[config.mk]
export PLATFORM = sky130hd
export DESIGN_NAME = scdp_core
export DESIGN_NICKNAME = d
export VERILOG_FILES = /design/src/hdl/scdp_pkg.sv /design/src/hdl/scdp_fifo.sv /design/src/hdl/scdp_core.sv
export SDC_FILE = /design/constraint.sdc
export NUM_CORES = 1
export LEC_CHECK = 0
export BUFFER_PORTS_ARGS = -buffer_cell sky130_fd_sc_hd__buf_2
export CAP_MARGIN = 20
export CORE_MARGIN = 2
export CORE_UTILIZATION = 55
export CTS_CLUSTER_SIZE = 14
export DETAILED_ROUTE_END_ITERATION = 8
export GPL_TIMING_DRIVEN = 0
export PLACE_DENSITY = 0.75
export SKIP_LAST_GASP = 1
export SLEW_MARGIN = 40
export SYNTH_ARGS = -nofsm -noshare
export SYNTH_HDL_FRONTEND = slang
export SYNTH_SLANG_ARGS = --single-unit
[constraint.sdc]
create_clock -name clk_i -period 7.7 [get_ports clk_i]
set_input_delay 1.54 -clock clk_i [delete_from_list [all_inputs] [get_ports clk_i]]
set_output_delay 1.54 -clock clk_i [all_outputs]
set_load 0.02 [all_outputs]
[src/hdl/scdp_pkg.sv]
// shared constants and types for the serial clock rate and data path block
package scdp_pkg;

    // system clock
    localparam int CLK_HZ = 40_000_000;
    localparam int T_SYSTEM_CLOCK_NS = 25;

    // register indices; byte address is four times the index
    localparam logic [7:0] IDX_DIVISOR = 8'hA2;
    localparam logic [7:0] IDX_DATA = 8'hA3;
    localparam logic [7:0] IDX_CTRL = 8'hA4;
    localparam logic [7:0] IDX_STATUS = 8'hA5;
    localparam int ADDR_W = 12;

    // values after reset
    localparam logic [7:0] DIVISOR_RST = 8'h00;
    localparam logic [7:0] DATA_RST = 8'h00;
    localparam logic [3:0] CTRL_RST = 4'h0;
    localparam logic [3:0] PIN_RST = 4'h8;

    // status register bit positions
    localparam int STAT_DONE_BIT = 7;
    localparam int STAT_WRITE_COLLISION_FLAG_BIT = 6;
    localparam int STAT_OVR_BIT = 4;
    localparam int STAT_RXNE_BIT = 2;
    localparam int STAT_TXE_BIT = 1;
    localparam int STAT_BUSY_BIT = 0;

    // synchronised pin vector positions
    localparam int PIN_SCK = 0;
    localparam int PIN_MOSI = 1;
    localparam int PIN_MISO = 2;
    localparam int PIN_SS = 3;

    // data path sizes
    localparam int BYTE_W = 8;
    localparam int RX_FIFO_DEPTH = 32;
    localparam logic [2:0] LAST_BIT = 3'h7;

    // slave timing, times in system clock periods
    localparam int SYNC_STAGES = 3;
    localparam int SLH_MIN_PERIODS = 6;
    localparam int SLH_MAX_PERIODS = 8;
    localparam int SLH_MIN_CYC = (SLH_MIN_PERIODS * T_SYSTEM_CLOCK_NS + T_SYSTEM_CLOCK_NS - 1) / T_SYSTEM_CLOCK_NS;
    localparam logic [3:0] SLH_WAIT_CYC = 4'(SLH_MIN_CYC - SYNC_STAGES);

    // apb request bundle
    typedef struct packed {
        logic psel;
        logic penable;
        logic pwrite;
        logic [ADDR_W-1:0] paddr;
        logic [31:0] pwdata;
    } scdp_apb_req_type;

    // control register layout
    typedef struct packed {
        logic cpha;
        logic cpol;
        logic master;
        logic enable;
    } scdp_ctrl_type;

    typedef enum logic [1:0] {ST_IDLE, ST_MRUN, ST_SLAVE} scdp_state_type;

endpackage : scdp_pkg

[src/hdl/scdp_fifo.sv]
// receive fifo with valid and ready on both sides
`timescale 1ns/1ps
`default_nettype none
module scdp_fifo #(
    parameter int WIDTH = 8,
    parameter int DEPTH = 32
) (
    input wire logic clk_i,
    input wire logic rst_i,
    input wire logic ce_i,
    input wire logic in_valid_i,
    output logic in_ready_o,
    input wire logic [WIDTH-1:0] in_data_i,
    output logic out_valid_o,
    input wire logic out_ready_i,
    output logic [WIDTH-1:0] out_data_o
);
    import scdp_pkg::*;

    localparam int AW = $clog2(DEPTH);

    logic [WIDTH-1:0] mem [DEPTH];
    logic [AW-1:0] wr_ptr_r, wr_ptr_nxt, rd_ptr_r, rd_ptr_nxt;
    logic [AW:0] cnt_r, cnt_nxt;
    logic push, pop;

    // pointer and level bookkeeping
    always_comb
    begin
        push = in_valid_i && (cnt_r != (AW+1)'(DEPTH));
        pop = out_ready_i && (cnt_r != '0);
        wr_ptr_nxt = push ? wr_ptr_r + 1'b1 : wr_ptr_r;
        rd_ptr_nxt = pop ? rd_ptr_r + 1'b1 : rd_ptr_r;
        cnt_nxt = cnt_r;
        if (push && !pop)
        begin
            cnt_nxt = cnt_r + 1'b1;
        end
        else if (pop && !push)
        begin
            cnt_nxt = cnt_r - 1'b1;
        end
    end

    always_ff @(posedge clk_i or posedge rst_i)
    begin
        if (rst_i)
        begin
            wr_ptr_r <= '0;
            rd_ptr_r <= '0;
            cnt_r <= '0;
        end
        else if (ce_i)
        begin
            wr_ptr_r <= wr_ptr_nxt;
            rd_ptr_r <= rd_ptr_nxt;
            cnt_r <= cnt_nxt;
        end
    end

    // storage has no reset; only written slots are ever read
    always_ff @(posedge clk_i)
    begin
        if (ce_i && push)
        begin
            mem[wr_ptr_r] <= in_data_i;
        end
    end

    assign in_ready_o = (cnt_r != (AW+1)'(DEPTH));
    assign out_valid_o = (cnt_r != '0);
    assign out_data_o = mem[rd_ptr_r];

endmodule : scdp_fifo
`default_nettype wire

[src/hdl/scdp_core.sv]
// serial clock divider, data register and shift engine with apb registers
`timescale 1ns/1ps
`default_nettype none
module scdp_core (
    input wire logic clk_i,
    input wire logic rst_i,
    input wire logic ce_i,
    input wire scdp_pkg::scdp_apb_req_type apb_i,
    output logic pready_o,
    output logic [31:0] prdata_o,
    output logic pslverr_o,
    input wire logic sck_i,
    input wire logic mosi_i,
    input wire logic miso_i,
    input wire logic slave_select_n_i,
    output logic sck_o,
    output logic sck_oe_o,
    output logic mosi_o,
    output logic mosi_oe_o,
    output logic miso_o,
    output logic miso_oe_o,
    output logic transfer_done_flag_o
);
    import scdp_pkg::*;

    // pin synchronisers
    logic [3:0] pin_s1_r, pin_s2_r, pin_s3_r, pin_q_r, pin_eff, pin_q_nxt;

    // register file state
    logic [7:0] div_r, div_nxt, tx_buf_r, tx_buf_nxt;
    scdp_ctrl_type ctl_r, ctl_nxt;
    logic txe_r, txe_nxt, done_r, done_nxt, write_collision_flag_r, write_collision_flag_nxt, ovr_r, ovr_nxt;
    logic pready_r, pready_nxt, pslverr_r, pslverr_nxt;
    logic [31:0] prdata_r, prdata_nxt;

    // engine state
    scdp_state_type st_r, st_nxt;
    logic ph_r, ph_nxt, sck_r, sck_nxt, lat_r, lat_nxt, out_r, out_nxt;
    logic sck_oe_r, sck_oe_nxt, mosi_oe_r, mosi_oe_nxt, miso_oe_r, miso_oe_nxt;
    logic [7:0] hcnt_r, hcnt_nxt, sh_r, sh_nxt, rx_byte;
    logic [2:0] bit_r, bit_nxt;
    logic [3:0] slh_r, slh_nxt;
    logic lead, trail, in_bit, sp_now, sp_old;
    logic done_ev, load_ev, ovr_ev, push_vld;

    // apb decode and fifo handshake
    logic setup, acc_wr, acc_rd, hit, wr_take, write_collision_flag_set;
    logic clr_done, clr_write_collision_flag, clr_ovr;
    logic [7:0] idx;
    logic fifo_in_rdy, fifo_out_vld, fifo_pop;
    logic [7:0] fifo_out_data;

    // a change counts once stages two and three agree
    always_comb
    begin
        pin_eff = (pin_q_r & (pin_s2_r ^ pin_s3_r)) | (pin_s3_r & ~(pin_s2_r ^ pin_s3_r));
        pin_q_nxt = pin_eff;
    end

    always_ff @(posedge clk_i or posedge rst_i)
    begin
        if (rst_i)
        begin
            pin_s1_r <= PIN_RST;
            pin_s2_r <= PIN_RST;
            pin_s3_r <= PIN_RST;
            pin_q_r <= PIN_RST;
        end
        else if (ce_i)
        begin
            pin_s1_r <= {slave_select_n_i, miso_i, mosi_i, sck_i};
            pin_s2_r <= pin_s1_r;
            pin_s3_r <= pin_s2_r;
            pin_q_r <= pin_q_nxt;
        end
    end

    // shift engine: master clock generation and slave edge tracking
    always_comb
    begin
        st_nxt = st_r;
        ph_nxt = ph_r;
        hcnt_nxt = hcnt_r;
        bit_nxt = bit_r;
        sh_nxt = sh_r;
        lat_nxt = lat_r;
        out_nxt = out_r;
        slh_nxt = slh_r;
        miso_oe_nxt = miso_oe_r;
        lead = 1'b0;
        trail = 1'b0;
        done_ev = 1'b0;
        load_ev = 1'b0;
        ovr_ev = 1'b0;
        push_vld = 1'b0;
        rx_byte = sh_r;
        in_bit = ctl_r.master ? pin_eff[PIN_MISO] : pin_eff[PIN_MOSI];
        sp_now = pin_eff[PIN_SCK] ^ ctl_r.cpol;
        sp_old = pin_q_r[PIN_SCK] ^ ctl_r.cpol;
        // delayed output change after the closing edge in phase one
        if (slh_r != 4'h0)
        begin
            slh_nxt = slh_r - 4'h1;
            if (slh_r == 4'h1)
            begin
                out_nxt = sh_r[7];
            end
        end
        case (st_r)
            ST_IDLE:
            begin
                ph_nxt = 1'b0;
                hcnt_nxt = 8'h00;
                bit_nxt = 3'h0;
                if (ctl_r.enable && ctl_r.master && !txe_r && fifo_in_rdy)
                begin
                    load_ev = 1'b1;
                    sh_nxt = tx_buf_r;
                    out_nxt = tx_buf_r[7];
                    st_nxt = ST_MRUN;
                end
                else if (ctl_r.enable && !ctl_r.master && !pin_eff[PIN_SS])
                begin
                    st_nxt = ST_SLAVE;
                    miso_oe_nxt = 1'b1;
                    slh_nxt = 4'h0;
                    load_ev = !txe_r;
                    sh_nxt = txe_r ? sh_r : tx_buf_r;
                    out_nxt = txe_r ? sh_r[7] : tx_buf_r[7];
                end
            end
            ST_MRUN:
            begin
                // half period of divisor+1 cycles gives the documented rate
                if (hcnt_r == div_r)
                begin
                    hcnt_nxt = 8'h00;
                    ph_nxt = !ph_r;
                    lead = !ph_r;
                    trail = ph_r;
                end
                else
                begin
                    hcnt_nxt = hcnt_r + 8'h01;
                end
            end
            ST_SLAVE:
            begin
                if (pin_eff[PIN_SS])
                begin
                    st_nxt = ST_IDLE;
                    miso_oe_nxt = 1'b0;
                    slh_nxt = 4'h0;
                end
                else
                begin
                    lead = sp_now && !sp_old;
                    trail = !sp_now && sp_old;
                end
            end
            default:
            begin
                st_nxt = ST_IDLE;
            end
        endcase
        // phase zero samples on leading edge, phase one shifts on it
        if (lead)
        begin
            if (ctl_r.cpha)
            begin
                out_nxt = sh_r[7];
            end
            else
            begin
                lat_nxt = in_bit;
            end
        end
        if (trail)
        begin
            rx_byte = {sh_r[6:0], ctl_r.cpha ? in_bit : lat_r};
            sh_nxt = rx_byte;
            out_nxt = ctl_r.cpha ? out_r : sh_r[6];
            bit_nxt = bit_r + 3'h1;
            if (bit_r == LAST_BIT)
            begin
                done_ev = 1'b1;
                push_vld = fifo_in_rdy;
                ovr_ev = (st_r == ST_SLAVE) && !fifo_in_rdy;
                if (st_r == ST_MRUN)
                begin
                    st_nxt = ST_IDLE;
                end
                else
                begin
                    // slave keeps going; next byte preloads at once
                    load_ev = !txe_r;
                    sh_nxt = txe_r ? rx_byte : tx_buf_r;
                    if (ctl_r.cpha)
                    begin
                        slh_nxt = SLH_WAIT_CYC;
                    end
                    else
                    begin
                        out_nxt = sh_nxt[7];
                    end
                end
            end
        end
        // disabling aborts any byte in flight without side effects
        if (!ctl_r.enable)
        begin
            st_nxt = ST_IDLE;
            ph_nxt = 1'b0;
            miso_oe_nxt = 1'b0;
            slh_nxt = 4'h0;
            done_ev = 1'b0;
            load_ev = 1'b0;
            ovr_ev = 1'b0;
            push_vld = 1'b0;
        end
        sck_nxt = ph_nxt ^ ctl_r.cpol;
        sck_oe_nxt = ctl_r.enable && ctl_r.master;
        mosi_oe_nxt = ctl_r.enable && ctl_r.master;
    end

    always_ff @(posedge clk_i or posedge rst_i)
    begin
        if (rst_i)
        begin
            st_r <= ST_IDLE;
            ph_r <= 1'b0;
            sck_r <= 1'b0;
            hcnt_r <= 8'h00;
            bit_r <= 3'h0;
            sh_r <= DATA_RST;
            lat_r <= 1'b0;
            out_r <= 1'b0;
            slh_r <= 4'h0;
            sck_oe_r <= 1'b0;
            mosi_oe_r <= 1'b0;
            miso_oe_r <= 1'b0;
        end
        else if (ce_i)
        begin
            st_r <= st_nxt;
            ph_r <= ph_nxt;
            sck_r <= sck_nxt;
            hcnt_r <= hcnt_nxt;
            bit_r <= bit_nxt;
            sh_r <= sh_nxt;
            lat_r <= lat_nxt;
            out_r <= out_nxt;
            slh_r <= slh_nxt;
            sck_oe_r <= sck_oe_nxt;
            mosi_oe_r <= mosi_oe_nxt;
            miso_oe_r <= miso_oe_nxt;
        end
    end

    // received bytes queue here; a full queue holds off the master
    scdp_fifo #(
        .WIDTH(BYTE_W),
        .DEPTH(RX_FIFO_DEPTH)
    ) u_rx_fifo (
        .clk_i(clk_i),
        .rst_i(rst_i),
        .ce_i(ce_i),
        .in_valid_i(push_vld),
        .in_ready_o(fifo_in_rdy),
        .in_data_i(rx_byte),
        .out_valid_o(fifo_out_vld),
        .out_ready_i(fifo_pop),
        .out_data_o(fifo_out_data)
    );

    // apb slave: zero wait states, read data captured in setup
    always_comb
    begin
        idx = apb_i.paddr[9:2];
        hit = (apb_i.paddr[11:10] == 2'b00) && (apb_i.paddr[1:0] == 2'b00)
            && ((idx == IDX_DIVISOR) || (idx == IDX_DATA) || (idx == IDX_CTRL)
            || (idx == IDX_STATUS));
        setup = apb_i.psel && !apb_i.penable;
        acc_wr = apb_i.psel && apb_i.penable && pready_r && apb_i.pwrite && hit;
        acc_rd = apb_i.psel && apb_i.penable && pready_r && !apb_i.pwrite && hit;
        fifo_pop = acc_rd && (idx == IDX_DATA) && fifo_out_vld;
        pready_nxt = setup;
        pslverr_nxt = setup && !hit;
        prdata_nxt = prdata_r;
        div_nxt = div_r;
        ctl_nxt = ctl_r;
        tx_buf_nxt = tx_buf_r;
        wr_take = 1'b0;
        write_collision_flag_set = 1'b0;
        clr_done = 1'b0;
        clr_write_collision_flag = 1'b0;
        clr_ovr = 1'b0;
        if (setup)
        begin
            prdata_nxt = 32'h0000_0000;
            case (idx)
                IDX_DIVISOR: prdata_nxt[7:0] = div_r;
                IDX_DATA: prdata_nxt[7:0] = fifo_out_vld ? fifo_out_data : DATA_RST;
                IDX_CTRL: prdata_nxt[3:0] = ctl_r;
                IDX_STATUS:
                begin
                    prdata_nxt[STAT_DONE_BIT] = done_r;
                    prdata_nxt[STAT_WRITE_COLLISION_FLAG_BIT] = write_collision_flag_r;
                    prdata_nxt[STAT_OVR_BIT] = ovr_r;
                    prdata_nxt[STAT_RXNE_BIT] = fifo_out_vld;
                    prdata_nxt[STAT_TXE_BIT] = txe_r;
                    prdata_nxt[STAT_BUSY_BIT] = (st_r != ST_IDLE);
                end
                default: prdata_nxt = 32'h0000_0000;
            endcase
        end
        if (acc_wr)
        begin
            case (idx)
                IDX_DIVISOR: div_nxt = apb_i.pwdata[7:0];
                IDX_DATA:
                begin
                    if (txe_r)
                    begin
                        tx_buf_nxt = apb_i.pwdata[7:0];
                        wr_take = 1'b1;
                    end
                    else
                    begin
                        write_collision_flag_set = 1'b1;
                    end
                end
                IDX_CTRL: ctl_nxt = scdp_ctrl_type'(apb_i.pwdata[3:0]);
                IDX_STATUS:
                begin
                    clr_done = apb_i.pwdata[STAT_DONE_BIT];
                    clr_write_collision_flag = apb_i.pwdata[STAT_WRITE_COLLISION_FLAG_BIT];
                    clr_ovr = apb_i.pwdata[STAT_OVR_BIT];
                end
                default: div_nxt = div_r;
            endcase
        end
        // hardware set wins over a software clear in the same cycle
        done_nxt = done_ev || (done_r && !clr_done);
        write_collision_flag_nxt = write_collision_flag_set || (write_collision_flag_r && !clr_write_collision_flag);
        ovr_nxt = ovr_ev || (ovr_r && !clr_ovr);
        txe_nxt = load_ev ? 1'b1 : (wr_take ? 1'b0 : txe_r);
    end

    always_ff @(posedge clk_i or posedge rst_i)
    begin
        if (rst_i)
        begin
            div_r <= DIVISOR_RST;
            ctl_r <= CTRL_RST;
            tx_buf_r <= DATA_RST;
            txe_r <= 1'b1;
            done_r <= 1'b0;
            write_collision_flag_r <= 1'b0;
            ovr_r <= 1'b0;
            pready_r <= 1'b0;
            pslverr_r <= 1'b0;
            prdata_r <= 32'h0000_0000;
        end
        else if (ce_i)
        begin
            div_r <= div_nxt;
            ctl_r <= ctl_nxt;
            tx_buf_r <= tx_buf_nxt;
            txe_r <= txe_nxt;
            done_r <= done_nxt;
            write_collision_flag_r <= write_collision_flag_nxt;
            ovr_r <= ovr_nxt;
            pready_r <= pready_nxt;
            pslverr_r <= pslverr_nxt;
            prdata_r <= prdata_nxt;
        end
    end

    // every output straight from a flop
    assign pready_o = pready_r;
    assign prdata_o = prdata_r;
    assign pslverr_o = pslverr_r;
    assign sck_o = sck_r;
    assign sck_oe_o = sck_oe_r;
    assign mosi_o = out_r;
    assign mosi_oe_o = mosi_oe_r;
    assign miso_o = out_r;
    assign miso_oe_o = miso_oe_r;
    assign transfer_done_flag_o = done_r;
endmodule : scdp_core
`default_nettype wire

Yosys cells after proc, flatten, opt, wreduce, memory -nomap -nowiden:

Memory sizes are Yosys's and may differ from the RTL's.
Cells that the tools add are included.
Widths: inputs -> output; s select.

* bitwise operators: 9
* div/mod/pow operators: 0
* shifts and indexed selects: 0
* add/subtract/negate cells: 7
* $mul: 0
* multiplexer cells: 100
* $lt $le $gt $ge: 0
* reduce and logical (&&, ||, !) cells: 73
* equality and inequality tests: 15

Operators by type and width (number)
* $mux 8: 11
* $mux 1: 57
* $mux 4: 9
* $eq 8x8->1 const B: 4
* $logic_and 1x1->1: 28
* $pmux 8 s2: 1
* $logic_not 1->1: 15
* $mux 2: 7
* $reduce_and 2->1: 7
* $mux 6: 2
* $pmux 2 s3: 2
* $pmux 3 s4: 1
* $add 5x1->5 const B: 2
* $pmux 1 s2: 5
* $reduce_bool 2->1: 5
* $ne 3x3->1 const B: 3
* $reduce_and 3->1: 3
* $add 8x1->8 const B: 1
* $and 4x4->4: 2
* $eq 8x8->1: 1
* $pmux 4 s2: 1
* $reduce_and 4->1: 2
* $add 6x1->6 const B: 1
* $logic_not 2->1: 3
* 21 further kinds: 31

* memories kept: 1
* output and inout port bits: 41
* word-level logic and storage cells: 236
* bits in registers: 97
* bits of input ports: 54
* latch bits: 0
* memory bits (read-only): 0
* memory bits (writable): 256

Memory list
* u_rx_fifo.mem: words 32, bits a word 8, rd ports 1, clocked after memory_dff 0, write ports 1, line scdp_fifo.sv:22 `logic [WIDTH-1:0] mem [DEPTH];`

Logic depth before layout (Yosys ltp):

Gate-level depths: netlist of run 1.

* depth in word-level cells: 16
* depth in mapped cells: 17
* depth with buffers taken out: 15

Cells and area by module:

From an unflattened synthesis of run 1, not the netlist that was laid out.

* cell total of the unflattened synthesis: 1016
* area, all modules: 15473.6 sq um

Modules (own cells, without submodules)
* scdp_fifo: times used 1, area each 10877.9 sq um, cells each 562, seq. area each 8087.8 sq um
* scdp_core: times used 1, area each 4595.7 sq um, cells each 454, seq. area each 2033.2 sq um

Least setup slack after synthesis of run 1:

No wires, ideal clock.

* kind: in2reg
* start point: in apb_i[43] (netlist name)
* end point: reg u_rx_fifo.cnt_r[5]
* library setup time: 0.079 ns
* data arrival time: 4.375 ns
* cell stages on the path: 13
* path slack: 3.245 ns
* buffers on the path: 0
* path through: or4_1 -> nor4_1 -> nand3_1 -> or3_1 -> ha_1 -> inv_1 -> ha_1 -> a21oi_1 -> a21boi_0 -> o21a_1 -> or3_1 -> a21oi_1 -> xor2_1

* word-level cells in the longest chain between the ends: 11
* elaborated cells between the ends (all ways): 13
* classes of those cells: 1 x mux; 12 x reduce/logical

RTL lines
* start, declared: line scdp_core.sv:8 `input wire scdp_pkg::scdp_apb_req_type apb_i,`
* $logic_not 2->1 (*): line scdp_core.sv:280 `hit = (apb_i.paddr[11:10] == 2'b00) && (apb_i.paddr[1:0] == 2'b00)`
* $logic_and 1x1->1 (*): line scdp_core.sv:280
* $logic_and 1x1->1 (*): line scdp_core.sv:281 `&& ((idx == IDX_DIVISOR) || (idx == IDX_DATA) || (idx == IDX_CTRL)`
* $logic_and 1x1->1 (*): line scdp_core.sv:285 `acc_rd = apb_i.psel && apb_i.penable && pready_r && !apb_i.pwrite && hit;`
* $logic_and 1x1->1 (*) (2 in series): line scdp_core.sv:286 `fifo_pop = acc_rd && (idx == IDX_DATA) && fifo_out_vld;`
* $logic_and 1x1->1 (*): line scdp_fifo.sv:31 `pop = out_ready_i && (cnt_r != '0);`
* $logic_not 1->1: line scdp_fifo.sv:35 `if (push && !pop)`
* $logic_and 1x1->1: line scdp_fifo.sv:35
* $reduce_bool 2->1 (no source line)
* $reduce_and 2->1 (no source line)
* end signal, assigned: line scdp_fifo.sv:57 `cnt_r <= cnt_nxt;`
* end, declared: line scdp_fifo.sv:24 `logic [AW:0] cnt_r, cnt_nxt;`

Every way passes the cells marked *; elsewhere a longest branch is shown, timed or not.
A chain may end at the register's enable or synchronous reset.

Worst setup path after layout of run 1:

Ends and elaborated chain as after synthesis.

==> results of run 1 <==
-- cell usage in the layout, fill, tap and decap left out, types with 4 or more instances in the layout --
cell type  Yosys  final
a32oi_1        4      4
nand4_1       10     10
dfrtp_1       92     92
xnor2_1       18     18
ha_1          24     24
nand3b_1       8      8
dfstp_2        5      5
o21ai_0       41     39
clkbuf_16      0     39
xor2_1         5      5
o221a_2        7      7
o22ai_1       10     10
mux2_2        41     41
buf_4         35     35
clkbuf_1      30     41
inv_1         23     22
mux4_2        51     51
o31ai_1        5      5
nor3b_1        7      7
mux2i_1       35     35
o221ai_1       6      6
o2bb2ai_1      6      6
a211oi_1       8      8
conb_1         1     24
buf_2          8     53
nor2_2         0      7
nor2b_1       11     11
nor2_1        59     52
nor3_1         8      8
o21ai_1        3      4
edfxtp_1     256    256
or3_1          4      4
a21oi_1       29     29
nand2b_1      10     10
nand3_1       18     18
clkinv_1       0      7
nand2_1       56     56
a22oi_1       13     13
-- power by group through the flow --
| stage | clock, mW | sequential (mW) | combinational (mW) |
|---|---|---|---|
| after global placement | 0 | 2.10 | 0.105 |
| after floorplan | 0 | 2.09 | 0.0758 |
| after CTS | 1.80 | 2.06 | 0.110 |
| final | 1.78 | 2.06 | 0.110 |
| after detailed placement | 0 | 2.10 | 0.110 |
| after global routing | 1.87 | 2.06 | 0.123 |
-- final timing paths --
path                                          to  slack [ns]  cells after the start
setup / recovery              u_rx_fifo.cnt_r[5]        3.08                     14
hold / removal                       prdata_o[7]        0.48                      2
setup reg to reg              u_rx_fifo.cnt_r[5]        3.47                     15
hold reg to reg                      prdata_o[7]        0.48                      2
max in group asynchronous                  txe_r        6.08                      3
min in group asynchronous  u_rx_fifo.wr_ptr_r[2]        0.99                      2
-- tightest hold or removal path: cells and delay by family, from the launching register on --
kind               cells  cell delay (ns)
AOI/OAI and AO/OA      1             0.06
and+or+nand+nor        1             0.05
DFF                    1             0.34
-- layout make-up --
class | instances | area (µm²) | share of cell area, %
Buffer | 76 | 429 | 2.45
Clock buffer | 52 | 1040 | 5.98
Clock inverter | 16 | 179 | 1.02
Inverter | 23 | 93.8 | 0.537
Multi-Input combinational cell | 585 | 4870 | 27.9
Sequential cell | 353 | 10100 | 57.9
Tap cell | 378 | 473 | 2.71
Timing Repair Buffer | 47 | 268 | 1.53
-- logic make-up (layout without fill, tap and decap cells) --
| kind of cell | count (synthesis) | count (layout) | share of synthesized area [%] |
|---|---|---|---|
| multiplexers | 127 | 127 | 12.7 |
| AO/OA/AOI/OAI | 163 | 163 | 7.23 |
| adder cells (fa/ha/maj) | 27 | 27 | 2.21 |
| flip-flops | 353 | 353 | 65.7 |
| buffers and inverters | 99 | 214 | 3.34 |
| other | 1 | 24 | 0.0244 |
| AND/OR/NAND/NOR | 221 | 221 | 7.41 |
| XOR/XNOR | 23 | 23 | 1.31 |
-- sequential cells by signal (all words and copies together), names as in the netlist, 2 cells and up --
signal	count
sh_r	8
u_rx_fifo.mem	256
hcnt_r	8
pin_s1_r	4
ctl_r	4
pin_s2_r	4
tx_buf_r	8
slh_r	4
prdata_o	8
u_rx_fifo.wr_ptr_r	5
pin_s3_r	4
st_r	2
u_rx_fifo.rd_ptr_r	5
u_rx_fifo.cnt_r	6
div_r	8
pin_q_r	4
bit_r	3
-- metal layers --
metal  part of all wire (%)  vias up  global-route usage (%)
met5                   0.13        -                    1.22
met4                    2.4        2                    6.78
met2                     48      472                    39.3
met3                    9.0       74                    5.32
li1                       -     4089                       -
met1                     41     4698                    34.5
-- stage by stage --
stage                     total power [mW]  cell area, µm²
after floorplan                       2.17           15500
after global routing                  4.06           17500
after global placement                2.20           16200
after detailed placement              2.21           16200
final                                 3.95           17500
after CTS                             3.97           17500
==> results.md, run 1 <==
- The type of the worst min-delay path is reg2reg.
- The portion of total power attributed to the clock network is 45.1%.
- The first global-routing pass estimated 53.2 mm of wire.
- The hold violation total from the final report is 0.
- The beginning of the worst register-to-register path is ctl_r[2].
- The run finished with clean final reports.
- For this run, the number of Yosys warnings is 0.
- Synthesis inferred 353 register bits.
- Once the clock tree was built, the setup fixing pass inserted 0 buffers.
- The detailed-route via count is 9335.
- In this run, placement finished with an instance count of 1462.
- The count of non-filler cells in the finished layout is 1530.
- The worst pin sits at a relative slew slack of 44.7%.
- The largest single stage delay on the critical path is 0.55 ns.
- The average routed wire per standard cell is 23.4 µm.
- The via count of the first global-routing pass is 8918.
- The final net count is 1203.
- In the post-synthesis netlist, the cell with the most instances is edfxtp_1.
- The number of gates resized after CTS was 0.
- The repair_antennas step left the layout with diodes totalling 0.
- The type of element launching the critical path is an input port.
- Of the total power, combinational logic draws 2.8%.
- Global routing finished with a remaining overflow of 0.
- The first detailed-routing pass took 8 iterations.
- STA puts the critical path data arrival time at 5.06 ns.
- The startpoint of the tightest hold check path is prdata_o[7].
- The utilization after layout is 63.1%.
- The worst-case vdd ir drop is 0.174 mV.
- Summing every instance area after synthesis gives 0.0154 mm².
- The clock sink total is 353.
- The worst hold slack is 0.479 ns.
- The dominant synthesized flop cell is edfxtp_1.
- In this run, the number of DRC markers left after iteration 0 of detailed routing was 1169.
- The layout overhead on the synthesized area is 13.6%.
- The worst-case clock buffer depth is 3.
- The shortest clock period the worst path allows after layout is 4.62 ns.
- At the pin with the least slew margin, the transition time is 0.826 ns.
- Setup repair after global routing left no endpoint under its margin.
- After synthesis, the cell types taking the most area are edfxtp_1 50%, dfrtp_1 15%, mux4_2 7.5%.
- The die is 171 µm tall.
- The worst path meets setup with 3.08 ns of slack.
- The worst-path maximum fanout is 5.
- The x dimension of the die is 171 µm.
- The share of the clock period used by the worst path after layout is 60.0%.
- 95 I/O pins were placed.
- The number of buffers added to fix hold violations after cts is 0.
- The net switching share of the total power is 20.6%.
- The total internal power is 3.14 mW.
- The top cell type's share of synthesized area is 49.9%.
- Global routing consumed, over all layers together, 24.6% of the routing resources.
- The largest net degree at the start of global routing is 58.
- For the final routed database, the setup TNS stands at 0 ns.
- After detailed routing, the number of remaining DRC violations is 0.
- The total routed wirelength is 35.8 mm.
- The class of the most critical setup path is in2reg.
- The number of buffers and inverters on the critical path is 2.
- The mean area per synthesized cell is 15.2 µm².
- The cell family contributing the most delay on the critical path is simple AND/OR/NAND/NOR gates.
- The total of buffers placed on input and output ports is 45.
- The detailed placement HPWL is 23.6 mm.
- The power per unit of standard cell area is 226 mW/mm².
- At the end of routability-driven placement, the weighted congestion stood at 0.884.
- The number of inserted filler cells in the final layout is 1979.
- By count the netlist is led by 256 x edfxtp_1, 92 x dfrtp_1, 59 x nor2_1.
- The CTS H-tree depth is 2.
- The max-slew violation count is 0.
- The post-synthesis instance total is 1014.
- The master of the slowest instance on the critical path is or4_1.
- The number of placement rows is 61.
- In this run the worst setup path begins at apb_i[43].
- The sequential fraction of design power is 52.1%.
- After clock tree synthesis, the clock-pin slew on the worst setup and hold paths is 0.06 ns.
- In this run the remaining antenna-violating nets after routing total 0.
- The post-route netlist has 23.1% of its cells at a drive strength greater than 1.
- The synthesized design spends more area on one cell type than any other, namely edfxtp_1.
- The worst-skew pair later-pin latency is 0.53 ns.
- Timing would allow up to 216 MHz.
- TritonCTS built the clock tree.
- Max-cap violations in this run came to 0.
- The power spent charging and discharging nets is 813 µW.
- For this design the static power due to leakage is 5.78 nW.
- The number of enable-type register cells in the synthesized netlist is 256.
- The initial antenna violation count came to 0.
- The share of synthesized area occupied by flip-flops and latches is 65.7%.
- The count of endpoints failing setup in the final report is 0.
- At the worst endpoint, the required time is 8.13 ns.
- The endpoint class of the critical path is a register.
- In this run, CTS created clock tree buffers numbering 38.
- At the placement stage, the worst setup path has a slack of 2.57 ns.
- The core region is 0.0277 mm².
- The signal on the critical path passes through buf_2, or4_1, nor4_1, nand3_1, or3_1, ha_1, inv_1, ha_1, a21oi_1, a21boi_0, o21a_1, or3_1, a21oi_1, xor2_1.
- The tree is rooted in a clkbuf_16.
- The async set-reset flop share out of synthesis is 27.5%.
- The count of unique library cells instantiated by Yosys is 76.
- The ratio of routed vias to standard cells is 6.10.
- The total die area is 0.0293 mm².
- Clock skew on the completed layout was measured at 0.0340 ns.
- For this configuration, the core starts out at a cell density of 55.6%.
(Power assumes the default switching activity.)
==> run 2, diff against run 1 <==
- clock period: 7.7 -> 4.3 ns (I/O delays scaled with it)
==> run 2 against run 1 <==
Flip-flop and latch count unchanged; final area hardly changed; non-clock buffer count down 1; setup slack got worse by 2.8 ns; utilization about the same; clock skew is 0.0067 ns lower; die area is the same; global-route usage unchanged; first-iteration DRC count decreased by 2.9%; critical path type is now reg2reg; critical endpoint unchanged; largest power group unchanged; highest routed layer unchanged.
==> results.md, run 2 (synthesis gave the netlist of run 1 again) <==
- The area growth from synthesis to layout is 13.6%.
- The number of buffers added to fix hold violations after cts is 0.
- The power per unit of standard cell area is 405 mW/mm².
- The signal on the critical path passes through or4b_1, a211oi_4, a31o_4, buf_6, and4_1, ha_1, inv_1, ha_1, a21oi_1, a21boi_0, o21a_1, or3_1, a21oi_1, xor2_1.
- The hold violation total from the final report is 0.
- The final net count is 1202.
- Dividing the final minimum period by the clock period gives 92.6%.
- In this design, the stage delay of the slowest critical-path cell is 0.55 ns.
- The slowest stage of the critical path belongs to the cell or4b_1.
- After clock tree synthesis, the clock-pin slew on the worst setup and hold paths is 0.06 ns.
- Setup repair after global routing left no endpoint under its margin.
- The total routed wirelength is 35.7 mm.
- With fillers left out, the area of the finished cells amounts to 0.0175 mm².
- The initial antenna violation count is 0.
- The first global-routing pass estimated 53.2 mm of wire.
- The via count of the first global-routing pass is 8918.
- The flip-flop count of the largest register after layout is 256.
- Along the worst path, the maximum fanout reaches 19.
- Entering global routing, the biggest net connects 58 pins.
- The ratio of routed vias to standard cells is 6.10.
- The clock reaches the later pin of the worst-skew pair after 0.53 ns.
- The core footprint is 0.0277 mm².
- Global routing consumed, over all layers together, 24.6% of the routing resources.
- The average routed wire per standard cell is 23.4 µm.
- Once the floorplan was initialized, standard cells occupied 55.6% of the core.
- The min-delay analysis places its worst path in the category in2async.
- STA puts the critical path data required time at 4.73 ns.
- Leaving out filler cells and counting taps, the final layout contains 1529.
- The length of the first detailed-routing pass in iterations is 5.
- After floorplanning, the core was divided into 61 placement rows.
- The count of inserted antenna diode cells is 0.
- The detailed router finished its first iteration with 1135 violations.
- The detailed-route via count is 9331.
- Setup violations remaining at the end of the flow were counted as 0.
- The die covers 0.0293 mm².
- The CTS H-tree depth is 2.
- Global routing finished with a remaining overflow of 0.
- Detailed placement finished with a half-perimeter wire length of 23.6 mm.
- The critical path is of the reg2reg type.
- After detailed placement, the total cell area comes to 0.0162 mm².
- In the final layout, the share of cells above drive strength 1 is 23.0%.
- The x dimension of the die is 171 µm.
- The number of gates given a new drive strength after cts is 0.
- The most flop-heavy register is u_rx_fifo.mem.
- The analysis attributes to cell leakage a power of 5.77 nW.
- The leading cell type in the layout, fill and taps excluded is edfxtp_1.
- Leaving out fill and tap cells, the most frequent cells in the layout are 256 x edfxtp_1, 92 x dfrtp_1, 56 x nand2_1.
- The worst max-slew margin expressed relative to the limit is 44.5%.
- IR analysis of the VDD net gives a maximum drop of 0.312 mV.
- The worst setup path is captured at a register.
- The path length in cells of the critical path is 14.
- The weighted congestion reported at the end of routability-driven placement is 0.884.
- During I/O placement, the number of pins put on the boundary was 95.
- The top achievable clock speed is 251 MHz.
- TritonCTS built the clock tree.
- The shortest clock period the worst path allows after layout is 3.98 ns.
- From bottom edge to top edge, the die measures 171 µm.
- The count of buffers added on input and output ports is 45.
- The number of inserted filler cells in the final layout is 1976.
- After detailed routing, the number of remaining DRC violations is 0.
- Counting every sink on the clock net gives 353.
- The number of CTS-inserted buffers is 38.
- Including well taps, the total number of placed cells is 1462.
- The kind of cell adding the most delay to the critical path is compound AO/OA/AOI/OAI gates.
- The tree is rooted in a clkbuf_16.
- The number of maximum-capacitance constraint violations is 0.
- Together, buffers and inverters on the worst path number 2.
- The transition time of the tightest slew-check pin is 0.829 ns.
- No sink is reached through more buffers than the 3 on the longest clock path.
- The clock arrives with 0.0272 ns of skew.
- Measured in cells, the most critical reg-to-reg path has a length of 14.
- The count of antenna-violating nets left after detailed routing is 0.
- The run finished with clean final reports.
- The arrival time reported for the critical path endpoint is 4.42 ns.
- The max-slew violation count was 0.
- After clock tree synthesis, the setup repair step added 0 buffers.
- The worst setup path is launched from a register.
==> run 2: path summary, 6_finish.rpt <==
path                        startpoint               endpoint  slack [ns]
max                           ctl_r[2]     u_rx_fifo.cnt_r[5]        0.32
min                              rst_i  u_rx_fifo.wr_ptr_r[2]        0.31
max reg2reg                   ctl_r[2]     u_rx_fifo.cnt_r[5]        0.32
min reg2reg                prdata_o[7]            prdata_o[7]        0.48
max in group asynchronous        rst_i                  txe_r        3.35
min in group clk_i         prdata_o[7]            prdata_o[7]        0.48
==> run 2: metrics by stage <==
step	worst slack (ns)	setup TNS [ns]	power (mW)	hold WS, ns	util, %
floorplan	0.525	0	3.89	0.449	-
global placement	-0.875	-58.80	3.94	0.466	58.4
detailed placement	-0.149	-0.149	3.95	0.472	58.6
CTS	0.0789	0	7.10	0.318	63.0
global route	0.0401	0	7.27	0.329	63.1
finish	0.318	0	7.08	0.314	63.1
==> run 2: worst register-to-register path, stage by stage (launching register included) <==
cell	delay, ns
dfrtp_1	0.47
or4b_1	0.55
a211oi_4	0.35
a31o_4	0.18
buf_6	0.20
and4_1	0.24
ha_1	0.26
inv_1	0.14
ha_1	0.35
a21oi_1	0.18
a21boi_0	0.14
o21a_1	0.20
or3_1	0.30
a21oi_1	0.18
xor2_1	0.16
==> run 2: where the power goes <==
group / switching (mW) / leakage, nW / internal, mW
combinational: 0.121 / 2.02 / 0.0793
clock: 1.30 / 0.593 / 1.89
sequential: 0.0341 / 3.16 / 3.65
==> run 2: cell type report <==
class / instances / area, µm² / share of cell area (%)
buffer: 75 / 428 / 2.45
clock buffer: 52 / 1040 / 5.97
clock inverter: 16 / 179 / 1.02
inverter: 23 / 93.8 / 0.537
multi-input combinational: 585 / 4880 / 27.9
sequential: 353 / 10100 / 57.9
tap: 378 / 473 / 2.70
timing repair buffer: 47 / 268 / 1.53
==> run 2: layer usage <==
metal	GRT usage (%)	vias up	part of all wire [%]
met3	5.32	72	9.0
met5	1.22	-	0.13
met2	39.3	469	47
met4	6.78	2	2.6
li1	-	4088	-
met1	34.5	4700	41
==> run 3, diff against run 2 <==
- GPL_ROUTABILITY_DRIVEN: default -> 0
- SYNTH_HIERARCHICAL: default -> 1
==> run 3 against run 2 <==
Die area rose by 0.50%; setup slack improved by 0.059 ns; non-clock buffer count fell by 1; via count fell by 1.5%; combinational power rose by 3%; hold slack got worse by 0.022 ns; total power rose by 0.12%; utilization rose by 0.31 points; sequential share of layout area fell by 0.28 points; first-iteration DRC count fell by 16%; sequential power barely moved; cell count rose by 0.20%; critical endpoint is now u_rx_fifo/cnt_r[5]; highest routed layer is now met4.
==> results.md, run 3 <==
- Counting flops with an async set or reset pin after synthesis yields a share of 27.5%.
- The biggest area contributor in the post-synthesis netlist is edfxtp_1.
- The final critical path takes up 91.2% of the cycle.
- The utilization after layout is 63.4%.
- The TritonCTS clock tree is yes.
- After routing the design area is 0.0176 mm².
- The core footprint is 0.0277 mm².
- The final-layout setup total negative slack is 0 ns.
- The arrival time reported for the critical path endpoint is 4.36 ns.
- The flow ran to the end, and the final reports show no timing, DRC or antenna violations.
- The first detailed-routing pass ran for 5 iterations.
- The via count of the first global-routing pass is 8941.
- The worst-path maximum fanout is 9.
- The number of different library cells used by synthesis comes to 79.
- The transition time of the tightest slew-check pin is 0.885 ns.
- The number of warnings reported in the yosys synthesis log is 6.
- The global routing usage summed across all routing layers is 23.1%.
- The worst hold slack is 0.292 ns.
- The count of antenna-violating nets left after detailed routing is 0.
- The detailed placement HPWL is 22.4 mm.
- The dominant combinational cell family by area after synthesis is multiplexers.
- The top achievable clock speed is 255 MHz.
- On the final layout, the worst clock skew is 0.0250 ns.
- The x dimension of the die is 172 µm.
- Summing the areas of all and, or, nand and nor instances in the mapped netlist gives 6.77% of the synthesized area.
- The worst-case clock buffer depth is 3.
- STA puts the critical path data required time at 4.73 ns.
- Counting cells, the worst reg-to-reg path comes to 14.
- The floorplan has 61 rows.
- Of the post-synthesis cell area, the part taken by muxes is 12.3%.
- The top cell type by area accounts for 49.7% of the synthesized area.
- Setup repair after global routing left no endpoint under its margin.
- The initial antenna violation count is 0.
- The class of the most critical setup path is reg2reg.
- The final net count is 1203.
- The ratio of routed vias to standard cells is 6.00.
- The total global routing overflow is 0.
- The number of antenna diodes in the final layout is 0.
- Sorting the synthesized cells by area gives the leading types as edfxtp_1 50%, dfrtp_1 15%, mux4_2 6.5%.
- Compared with the post-synthesis result, the final layout area differs by 13.6%.
- Detailed routing inserted a total of 9194 vias.
- Measured against its own limit, the worst slew margin works out to 40.8%.
- Entering global routing, the biggest net connects 61 pins.
- Of the total synthesized cell area, the portion taken by full adders, half adders and majority gates is 2.11%.
- The average routed wire per standard cell is 21.9 µm.
- The cell with the most instances after synthesis is edfxtp_1.
- Counting the buffers created by CTS gives 37.
- For this design the static power due to leakage is 5.75 nW.
- The type of the worst min-delay path is in2async.
- The most used flip-flop cell after synthesis is edfxtp_1.
- The first global-routing pass estimated 51.5 mm of wire.
- The mapped netlist covers 0.0155 mm².
- The worst-case vdd ir drop is 0.281 mV.
- The total die area is 0.0295 mm².
- The number of setup buffers added after CTS is 0.
- The mean area per synthesized cell is 15.2 µm².
- The number of DRC markers in iteration 0 is 950.
- The fraction of synthesized cell area in xor and xnor cells is 1.29%.
- The number of hold buffers added after CTS was 0.
- By count the netlist is led by 256 x edfxtp_1, 92 x dfrtp_1, 66 x nor2_1.
- In this run the vertical extent of the chip is 172 µm.
- The number of maximum-capacitance constraint violations is 0.
- The total of buffers placed on input and output ports is 46.
- In this run the clock root is driven by a clkbuf_16.
- The most flop-heavy register is u_rx_fifo/mem.
- The hold violation total from the final report is 0.
- The max-slew violation count is 0.
- The power per unit of standard cell area is 403 mW/mm².
- The synthesized flop and latch total is 353.
- The total routed wirelength is 33.5 mm.
- The register with the most flip-flops in the layout has 256 of them.
- The post-CTS clock slew at the launch and capture registers of the worst setup and hold paths is 0.06 ns.
- For this design, the sink count on the clock tree is 353.
- In this run the cell area measured after placement is 0.0163 mm².
- The count of endpoints failing setup in the final report is 0.
- In the final layout, the share of cells above drive strength 1 is 24.6%.
- For this run, the register share of the synthesized area comes to 65.4%.
- The leading cell type in the layout, fill and taps excluded is edfxtp_1.
- Synthesis produced 1016 cells.
- The detailed-route DRC error count is 0.
- During I/O placement, the number of pins put on the boundary was 95.
- The synthesized netlist devotes 8.43% of its cell area to compound gates.
- The endpoint class of the critical path is a register.
- Counting flops with a built-in enable in the synthesized netlist gives 256.
- The worst setup path is launched from a register.
- In the layout the commonest cells are 256 x edfxtp_1, 92 x dfrtp_1, 59 x buf_2.
- The CTS H-tree depth is 2.
- The worst-skew pair later-pin latency is 0.53 ns.
- The starting density of the core is 55.9%.
- The shortest clock period the worst path allows after layout is 3.92 ns.
run 3: cell count changes after synthesis, moves of 6 or more:
cell      before  now
a22o_1         2   17
clkbuf_1      30   20
and3_1         1    8
o21ai_0       41   52
nor3b_1        7    0
nand2_1       56   44
nor2_1        59   66
mux4_2        51   45
run 3: layout make-up:
cell class              instances  area [µm²]
clock buffers                  44         993
plain buffers                  73         459
clock inverters                23         238
fillers                      1963       10100
inverters                      27         106
repair buffers                 48         273
well taps                     378         473
multi-input cells             586        4910
flip-flops and latches        353       10100
run 3: path summary, 6_finish.rpt:
| kind | endpoint | slack, ns | startpoint |
|---|---|---|---|
| max | u_rx_fifo/cnt_r[5] | 0.38 | u_rx_fifo/cnt_r[0] |
| min | pin_s1_r[1] | 0.29 | rst_i |
| max reg2reg | u_rx_fifo/cnt_r[5] | 0.38 | u_rx_fifo/cnt_r[0] |
| min reg2reg | prdata_o[5] | 0.48 | prdata_o[5] |
| max in group asynchronous | u_rx_fifo/wr_ptr_r[0] | 3.40 | rst_i |
| min in group clk_i | prdata_o[5] | 0.48 | prdata_o[5] |
run 3: routing by layer:
layer	vias to the layer above	routed length [µm]	track usage, %
met5	-	0	0
met4	0	751	6.65
met3	57	2250	3.24
met2	355	16400	37.9
met1	4657	14100	32.7
li1	4125	-	-
run 3: timing repair:
action                     4_1_cts  5_1_grt
setup endpoints to repair        0        1
hold endpoints to repair         0        0
resized for setup                0        1
run 3: cells by family (layout without fill, tap and decap cells):
group                      count (synthesis)  in the layout
DFF                                      353            353
and+or+nand+nor                          206            206
AOI/OAI and AO/OA                        183            183
muxes                                    125            125
buffers and inverters                    100            215
adders and majority gates                 26             26
xor gates and xnor gates                  22             22
other                                      1             24
run 3: worst max-delay path, stage by stage (launching register included):
cell,delay [ns]
dfrtp_1,0.44
or4_4,0.57
or3_4,0.40
nand3_1,0.11
nor2_1,0.12
and4b_1,0.31
nand2_1,0.18
ha_1,0.28
inv_1,0.15
ha_1,0.31
a211oi_1,0.25
nor2_1,0.11
mux2i_1,0.13
a311oi_1,0.31
xnor2_1,0.16
run 3: where the power goes:
part,switching [mW],internal [mW]
Combinational,0.126,0.0798
Sequential,0.0294,3.66
Clock,1.29,1.90
Total,1.45,5.64
run 3: stage by stage:
| step | std cells | setup WS [ns] | power [mW] |
|---|---|---|---|
| 2_1_floorplan | 1039 | 0.750 | 3.89 |
| 3_3_place_gp | 1463 | -0.878 | 3.95 |
| 3_5_place_dp | 1465 | 0.0171 | 3.96 |
| 4_1_cts | 1532 | 0.384 | 7.13 |
| 5_1_grt | 1532 | 0.0145 | 7.29 |
| 6_report | 1532 | 0.377 | 7.09 |
